### config.mk
export PLATFORM = sky130hd
export DESIGN_NAME = ebp_port
export DESIGN_NICKNAME = d
export VERILOG_FILES = /design/src/rtl/ebp_pkg.sv /design/src/rtl/ebp_port.sv
export SDC_FILE = /design/constraint.sdc
export NUM_CORES = 1
export LEC_CHECK = 0
export BUFFER_PORTS_ARGS = -buffer_cell sky130_fd_sc_hd__buf_2
export CORE_UTILIZATION = 25
export DETAILED_ROUTE_END_ITERATION = 7
export PLACE_DENSITY = 0.54
export SLEW_MARGIN = 20
export SYNTH_ARGS = -nofsm -noshare
export SYNTH_HDL_FRONTEND = slang
export SYNTH_SLANG_ARGS = --single-unit
export TNS_END_PERCENT = 10
### constraint.sdc
create_clock -name clk_i -period 2.7 [get_ports clk_i]
set_input_delay 0.54 -clock clk_i [delete_from_list [all_inputs] [get_ports clk_i]]
set_output_delay 0.54 -clock clk_i [all_outputs]
set_load 0.005 [all_outputs]
### src/rtl/ebp_pkg.sv
// package for the external bus port: widths, bank decode and carriers
package ebp_pkg;

  localparam int unsigned ADDR_W      = 24;
  localparam int unsigned DATA_W      = 48;
  localparam int unsigned UPPER_LO    = 16;
  localparam int unsigned BANKS       = 4;
  // bank sizes in words, as address bit counts
  localparam int unsigned BANK_BITS   = 24;   // 16M words
  localparam int unsigned SDR_BITS    = 26;   // 64M words
  localparam logic [1:0]  PACK_FULL   = 2'h1; // full width, no packing
  localparam logic [2:0]  ID_KEEP_PAT = 3'h0; // 00x, low bit ignored
  localparam logic [2:0]  ID_KEEP_MSK = 3'h6;

  typedef enum logic [1:0] {
    EBP_ASYNC = 2'h0,
    EBP_SYNC  = 2'h1,
    EBP_SDRAM = 2'h2
  } ebp_mode_t;

  // one request from the core toward the external bus
  typedef struct packed {
    logic                   wr;
    logic                   io_processor_regs;     // target is another processor's registers
    logic [31:0]            addr;    // flat word address, bank in upper bits
    logic [DATA_W-1:0]      wdata;
  } ebp_req_t;

  // a slave access seen on the pins toward our own registers
  typedef struct packed {
    logic                   rd;
    logic                   wr;
    logic [ADDR_W-1:0]      addr;
    logic [DATA_W-1:0]      wdata;
  } ebp_slv_t;

endpackage : ebp_pkg

### src/rtl/ebp_port.sv
// external bus port: master drive, slave decode, bank selects, keepers
`timescale 1ns/1ps
module ebp_port #(
  parameter int unsigned IOP_SPACE_BITS = 9
) (
  // clock and reset
  input  wire logic                         clk_i,
  input  wire logic                         sys_rst_i,
  // configuration
  input  wire logic                         is_master_i,
  input  wire ebp_pkg::ebp_mode_t           mode_i,
  input  wire logic                         sdram_half_i,
  input  wire logic [1:0]                   instr_packing_field_i,
  input  wire logic                         link0_unused_i,
  input  wire logic                         link1_unused_i,
  input  wire logic [2:0]                   processor_id_pins_i,
  input  wire logic                         bus_suspend_n_i,
  input  wire logic                         ack_i,
  // core request side
  input  wire logic                         req_valid_i,
  output logic                              req_ready_o,
  input  wire ebp_pkg::ebp_req_t            req_i,
  output logic                              rsp_valid_o,
  output logic [ebp_pkg::DATA_W-1:0]        rsp_data_o,
  output logic                              full_width_fetch_o,
  output logic                              sdram_tick_o,
  // address pins
  input  wire logic [ebp_pkg::ADDR_W-1:0]   ext_addr_bus_i,
  output logic [ebp_pkg::ADDR_W-1:0]        ext_addr_bus_o,
  output logic                              ext_addr_bus_oe_o,
  // data pins, upper and link-shared lanes
  input  wire logic [ebp_pkg::DATA_W-1:0]   ext_data_i,
  output logic [ebp_pkg::DATA_W-1:0]        ext_data_o,
  output logic                              ext_data_upper_oe_o,
  output logic                              link1_data_pins_oe_o,
  output logic                              link0_data_pins_oe_o,
  // selects and strobes
  input  wire logic [ebp_pkg::BANKS-1:0]    bank_select_n_i,
  output logic [ebp_pkg::BANKS-1:0]         bank_select_n_o,
  output logic                              bank_select_n_oe_o,
  input  wire logic                         rd_n_i,
  input  wire logic                         wr_n_i,
  output logic                              rd_n_o,
  output logic                              wr_n_o,
  output logic                              strobe_oe_o,
  // slave side toward own registers
  output logic                              slv_valid_o,
  output ebp_pkg::ebp_slv_t                 slv_o,
  input  wire logic [ebp_pkg::DATA_W-1:0]   slv_rdata_i,
  output logic                              bus_busy_o,
  output logic                              keeper_en_o
);
  import ebp_pkg::*;

  // ----------------------------------------------------------------
  // elaboration checks
  // ----------------------------------------------------------------
  // own register space must leave at least one decoded address bit
  if (IOP_SPACE_BITS == 0 || IOP_SPACE_BITS >= ADDR_W) begin : g_bad_space
    $error("IOP_SPACE_BITS out of range");
  end
  // bank index is two bits wide, so exactly four selects
  if (BANKS != 4) begin : g_bad_banks
    $error("BANKS must be 4");
  end
  // bank fields must sit inside the flat request address
  if (SDR_BITS + 2 > 32 || BANK_BITS + 2 > 32) begin : g_bad_bank_bits
    $error("bank field beyond request address");
  end
  // pin address is cut from the flat request address
  if (ADDR_W > 32) begin : g_bad_addr
    $error("ADDR_W wider than request address");
  end
  // link lanes are the bits below the upper lanes
  if (UPPER_LO == 0 || UPPER_LO >= DATA_W) begin : g_bad_upper
    $error("UPPER_LO out of range");
  end

  // ----------------------------------------------------------------
  // configuration decode
  // ----------------------------------------------------------------
  logic drive_ok;
  logic wide_bus;
  // float on suspend or slave
  // suspend floats the pins at once, not one cycle later
  assign drive_ok = is_master_i && bus_suspend_n_i;
  // link lanes join only when unused
  assign wide_bus = link0_unused_i && link1_unused_i;
  assign full_width_fetch_o = wide_bus && (instr_packing_field_i == PACK_FULL);
  // keeper only on id 00x
  // the pad cells hold the level; only the enable leaves this block
  assign keeper_en_o = ((processor_id_pins_i & ID_KEEP_MSK) == ID_KEEP_PAT);

  // ----------------------------------------------------------------
  // sdram rate divider
  // ----------------------------------------------------------------
  logic half_q;
  always_ff @(posedge clk_i) begin
    if (sys_rst_i) begin
      half_q <= 1'b0;
    end else begin
      half_q <= ~half_q;
    end
  end
  // sdram half rate: requests and steps only on ticks
  // sdram at full or half rate; sram every cycle
  assign sdram_tick_o = sdram_half_i ? half_q : 1'b1;

  // ----------------------------------------------------------------
  // master state machine
  // ----------------------------------------------------------------
  typedef enum logic [2:0] {
    ST_IDLE = 3'b001,
    ST_ACC  = 3'b010,
    ST_DONE = 3'b100
  } ebp_state_t;

  ebp_state_t              state_q;
  ebp_req_t                cur_q;
  logic [BANKS-1:0]        sel_n_q;
  logic                    rd_n_q;
  logic                    wr_n_q;
  logic [DATA_W-1:0]       rdata_q;
  logic                    rsp_q;
  logic                    step_ok;
  logic [BANKS-1:0]        bank_dec;
  logic [1:0]              bank_idx;

  // ----------------------------------------------------------------
  // bank decode
  // ----------------------------------------------------------------
  // 16M-word banks, 64M-word for sdram
  assign bank_idx = (mode_i == EBP_SDRAM) ? req_i.addr[SDR_BITS +: 2]
                                          : req_i.addr[BANK_BITS +: 2];
  // remote registers are reached directly by address, no bank
  generate
    for (genvar b = 0; b < BANKS; b++) begin : g_dec
      assign bank_dec[b] = req_i.io_processor_regs || (bank_idx != 2'(b));
    end
  endgenerate

  // halt while suspended; sdram waits for its rate tick
  assign step_ok = drive_ok && (mode_i != EBP_SDRAM || sdram_tick_o);
  assign req_ready_o = (state_q == ST_IDLE) && step_ok;

  logic take;
  logic finish;
  // request accepted on this edge
  assign take   = (state_q == ST_IDLE) && req_valid_i && req_ready_o;
  // a suspended bus holds the access open
  assign finish = (state_q == ST_ACC) && ack_i && step_ok;

  always_ff @(posedge clk_i) begin
    if (sys_rst_i) begin
      state_q <= ST_IDLE;
      cur_q   <= '0;
    end else begin
      unique case (state_q)
        ST_IDLE: begin
          if (req_valid_i && req_ready_o) begin
            cur_q   <= req_i;
            state_q <= ST_ACC;
          end
        end
        ST_ACC: begin
          if (ack_i && step_ok) begin
            state_q <= ST_DONE;
          end
        end
        ST_DONE: begin
          // one idle turn lets async selects return high before the next take
          state_q <= ST_IDLE;
        end
      endcase
    end
  end

  // ----------------------------------------------------------------
  // bank selects, moving with the address
  // ----------------------------------------------------------------
  always_ff @(posedge clk_i) begin
    if (sys_rst_i) begin
      sel_n_q <= '1;
    end else if (state_q == ST_IDLE && req_valid_i && req_ready_o) begin
      sel_n_q <= bank_dec;
    end else if (state_q == ST_ACC && ack_i && step_ok && mode_i != EBP_ASYNC) begin
      sel_n_q <= '1;
    end else if (state_q == ST_DONE) begin
      sel_n_q <= '1;
    end
  end

  // ----------------------------------------------------------------
  // strobes, one assertion per word
  // ----------------------------------------------------------------
  // read strobe per word
  always_ff @(posedge clk_i) begin
    if (sys_rst_i) begin
      rd_n_q <= 1'b1;
    end else if (take) begin
      rd_n_q <= req_i.wr;
    end else if (finish) begin
      rd_n_q <= 1'b1;
    end
  end

  always_ff @(posedge clk_i) begin
    if (sys_rst_i) begin
      wr_n_q <= 1'b1;
    end else if (take) begin
      wr_n_q <= ~req_i.wr;
    end else if (finish) begin
      wr_n_q <= 1'b1;
    end
  end

  // ----------------------------------------------------------------
  // read answer
  // ----------------------------------------------------------------
  // one-cycle answer pulse, reads only
  always_ff @(posedge clk_i) begin
    if (sys_rst_i) begin
      rsp_q <= 1'b0;
    end else begin
      rsp_q <= finish && !cur_q.wr;
    end
  end

  // link lanes read as zero unless both links are free
  always_ff @(posedge clk_i) begin
    if (sys_rst_i) begin
      rdata_q <= '0;
    end else if (finish) begin
      rdata_q <= ext_data_i;
      if (!wide_bus) begin
        rdata_q[UPPER_LO-1:0] <= '0;
      end
    end
  end
  assign rsp_valid_o = rsp_q;
  assign rsp_data_o  = rdata_q;

  // ----------------------------------------------------------------
  // pin drive
  // ----------------------------------------------------------------
  logic accessing;
  assign accessing = (state_q == ST_ACC);

  assign ext_addr_bus_o      = cur_q.addr[ADDR_W-1:0];
  assign ext_addr_bus_oe_o   = drive_ok;
  assign bank_select_n_o     = sel_n_q;
  assign bank_select_n_oe_o  = drive_ok;
  assign rd_n_o              = rd_n_q;
  assign wr_n_o              = wr_n_q;
  assign strobe_oe_o         = drive_ok;
  // upper lanes driven on writes only
  // lanes float on reads so the far side can answer
  assign ext_data_o          = cur_q.wdata;
  assign ext_data_upper_oe_o = drive_ok && accessing && cur_q.wr;
  assign link1_data_pins_oe_o = ext_data_upper_oe_o && link1_unused_i;
  assign link0_data_pins_oe_o = ext_data_upper_oe_o && link0_unused_i;

  // ----------------------------------------------------------------
  // slave side
  // ----------------------------------------------------------------
  ebp_slv_t slv_q;
  logic     slv_vld_q;
  logic     busy_q;
  logic     in_space;

  // address taken as input and decoded
  assign in_space = (ext_addr_bus_i[ADDR_W-1:IOP_SPACE_BITS] == '0);

  // remote read marked by low read strobe
  // remote write marked by low write strobe
  always_ff @(posedge clk_i) begin
    if (sys_rst_i) begin
      slv_vld_q <= 1'b0;
    end else begin
      slv_vld_q <= !is_master_i && in_space && (!rd_n_i || !wr_n_i);
    end
  end

  // fields follow the pins every cycle; only valid qualifies them
  always_ff @(posedge clk_i) begin
    if (sys_rst_i) begin
      slv_q <= '0;
    end else begin
      slv_q.rd    <= !is_master_i && !rd_n_i;
      slv_q.wr    <= !is_master_i && !wr_n_i;
      slv_q.addr  <= ext_addr_bus_i;
      slv_q.wdata <= ext_data_i;
    end
  end
  assign slv_valid_o = slv_vld_q;
  assign slv_o       = slv_q;

  // follow master via its selects
  // own selects are floated as slave, so the pins show the master
  always_ff @(posedge clk_i) begin
    if (sys_rst_i) begin
      busy_q <= 1'b0;
    end else begin
      busy_q <= !is_master_i && (bank_select_n_i != '1);
    end
  end
  assign bus_busy_o = busy_q;

  // slave read data is handed to the register side; not driven here
  logic unused_rdata;
  assign unused_rdata = ^slv_rdata_i;

endmodule : ebp_port

==> impl_metrics.yaml <==
yosys:
  syn-cell-area_mm2: 0.00723
  yosys-top-cells-count: "dfxtp_1 (208), nand2_1 (164), a21oi_1 (91), buf_4 (82), nor2b_1 (74)"
  yosys_warnings: 0
  synth_flop_cell: "dfxtp_1"
  synth.yosys.seq_area_share_pct: 57.6
  ys_types: 32
  synth_edf_count: 0
  synth_most_common_cell: "dfxtp_1"
  netlist_instances: 767
  async_flop_share_pct: 0
  synth_top_cell_area_share_pct: 57.6
  synth-seq-cells: 208
  synth_top_area_cell: "dfxtp_1"
  syn_nets: 991
  ys_top_cells_by_area: "dfxtp_1 (58%), buf_4 (8.5%), nand2_1 (8.5%)"
  syn_avg_cell_area_um2: 9.43
place:
  pre_cts_ws_ps: 190
  placedInstanceArea_mm2: 0.00897
  gp_congestion: 0.741
  place_inst: 1417
  io_buffers: 383
  dp_hpwl_um: 15600
global_routing:
  grt_pass1_wl_um: 30900
  grtUsageTotal_pct: 13.5
  grt_antenna_before_repair: 2
  grt_overflow: 0
  grt_max_degree: 63
  grt_pass1_vias: 5594
floorplanning:
  dieArea_mm2: 0.0296
  die_y_um: 172
  io_pins: 437
  num_rows: 61
  fp.dieW_um: 172
  design.core.area_mm2: 0.0281
  start_util_pct: 25.7
clock_network:
  postCtsHoldBufs: 0
  htreeDepth: 1
  cts_root_buf: "clkbuf_16"
  cts_sinks: 208
  clock_path_buffers: 3
  cts_buffers: 23
  post-cts-setup-buffers: 0
  clk_pin_slew_ps: 60
  clk_latency_ps: 520
  cts_tree: "yes"
  cts_resized: 0
detailed_routing:
  via_per_inst: 4.17
  ant_nets: 0
  routedWlPerCell_um: 14.8
  wl_um: 21700
  dr.pass1.iters: 4
  drt-initial-drc-count: 235
  via_count: 6083
  drc_errors: 0
power:
  seqPwrFrac_pct: 46.0
  power.total_mw: 7.00
  irDropWorstVdd_mv: 0.422
  p_per_area_mw_per_mm2: 717
  switchingPower_mw: 1.57
  leakage_nw: 4.65
  p_int_mw: 5.44
  clockPowerShare_pct: 46.5
  swShare_pct: 22.4
  comb_power_share_pct: 7.5
sta:
  clock_skew_ps: 7.92
  worstMarginPinSlew_ps: 582
  max-slew-margin-rel_pct: 61.2
  min_period_over_period_pct: 79.9
  rsz0062_at_grt: "false"
  fin_setup_tns_ps: 0
  setup_ws_ps: 542
  slew_viol_final: 0
  hold_violations: 0
  post-route-min-period_ps: 2160
  fmax_mhz: 463
  setup_viol: 0
flow_run:
  cap_viol_max_count: 0
run_status:
  outcome: "complete, no violations"
layout:
  finalNonFillerCells: 1459
  nNetsFinal: 1288
  area_growth_syn_to_layout_pct: 35.1
  layout-drive-gt1-share_pct: 40.9
  fillCellCount: 2986
  antenna_cells: 0
  final_area_mm2: 0.00977
critical_path:
  start_kind: "register"
  critPathCaptureType: "output pin"
  cp.required_ps: 2160
  arrival_ps: 1620
  ff2ff_setup_slack_ps: 740
  crit_path_max_fanout: 6
  worstSetupPathType: "reg -> out"
min_path:
  hold_class: "in -> reg"
[power groups by stage]
stage | Sequential [mW] | Clock (mW) | Combinational, mW
after floorplan | 3.30 | 0 | 0.265
after global placement | 3.29 | 0 | 0.532
after detailed placement | 3.29 | 0 | 0.534
after CTS | 3.22 | 3.37 | 0.536
after global routing | 3.23 | 3.49 | 0.580
final | 3.22 | 3.26 | 0.523
[final cells by class]
class | count | area [µm²] | share of cell area (%)
Clock buffer | 36 | 714 | 7.31
Clock inverter | 6 | 86.3 | 0.883
Inverter | 1 | 3.75 | 0.0384
Multi-Input combinational cell | 434 | 2280 | 23.4
Sequential cell | 208 | 4160 | 42.6
Tap cell | 378 | 473 | 4.84
Timing Repair Buffer | 396 | 2050 | 20.9
[cell families (layout without fill, tap and decap cells)]
| logic type | after synthesis | count (layout) | share of synthesized area [%] |
|---|---|---|---|
| and+or+nand+nor | 298 | 298 | 19.8 |
| DFF | 208 | 208 | 57.6 |
| AOI/OAI and AO/OA | 133 | 133 | 11.2 |
| buffers and inverters | 125 | 439 | 11.0 |
| muxes | 3 | 3 | 0.433 |
[worst paths after layout]
kind                      start              endpoint  depth (start not counted)
min reg2reg              half_q                half_q                          1
min          ext_addr_bus_i[23]           slv_valid_o                          2
max                  state_q[1]  link1_data_pins_oe_o                          4
max reg2reg          state_q[0]         ext_data_o[0]                          5
[cells in the final DEF (no fill, tap or decap), types with 6 or more instances in the layout]
cell type	count
dfxtp_1	208
nor3_1	6
clkbuf_16	23
nand3_1	16
clkbuf_8	9
buf_4	11
o22a_1	31
a21oi_1	91
nor4_1	6
buf_2	382
nor2b_1	74
nand2_1	164
nor2_1	9
[metrics by stage]
stage	util (%)	hold WS [ps]
finish	34.8	205
global route	34.8	190
CTS	34.8	175
detailed placement	31.9	426
global placement	31.9	413
floorplan	-	398
[worst max-delay path, stage by stage, from the launching register on]
cell and delay (ps):
dfxtp_1 420, nor3b_2 240, and3_1 200, and2_1 120, buf_2 120
[flip-flops by register name, indices dropped and copies added, names as in the netlist]
name / flops
slv_o: 74
ext_data_o: 48
rsp_data_o: 48
ext_addr_bus_o: 24
bank_select_n_o: 4
state_q: 3
bus_busy_o: 1
cur_q: 1
half_q: 1
rd_n_o: 1
rsp_valid_o: 1
slv_valid_o: 1
wr_n_o: 1
[per-layer routing]
layer,track usage [%],vias to the layer above,part of all wire (%)
li1,-,3035,-
met1,15.4,2806,40
met2,23.9,207,50
met5,0,-,0.14
met4,4.04,4,2.4
met3,4.07,31,8.0
Power figures use the tool's default switching activity.
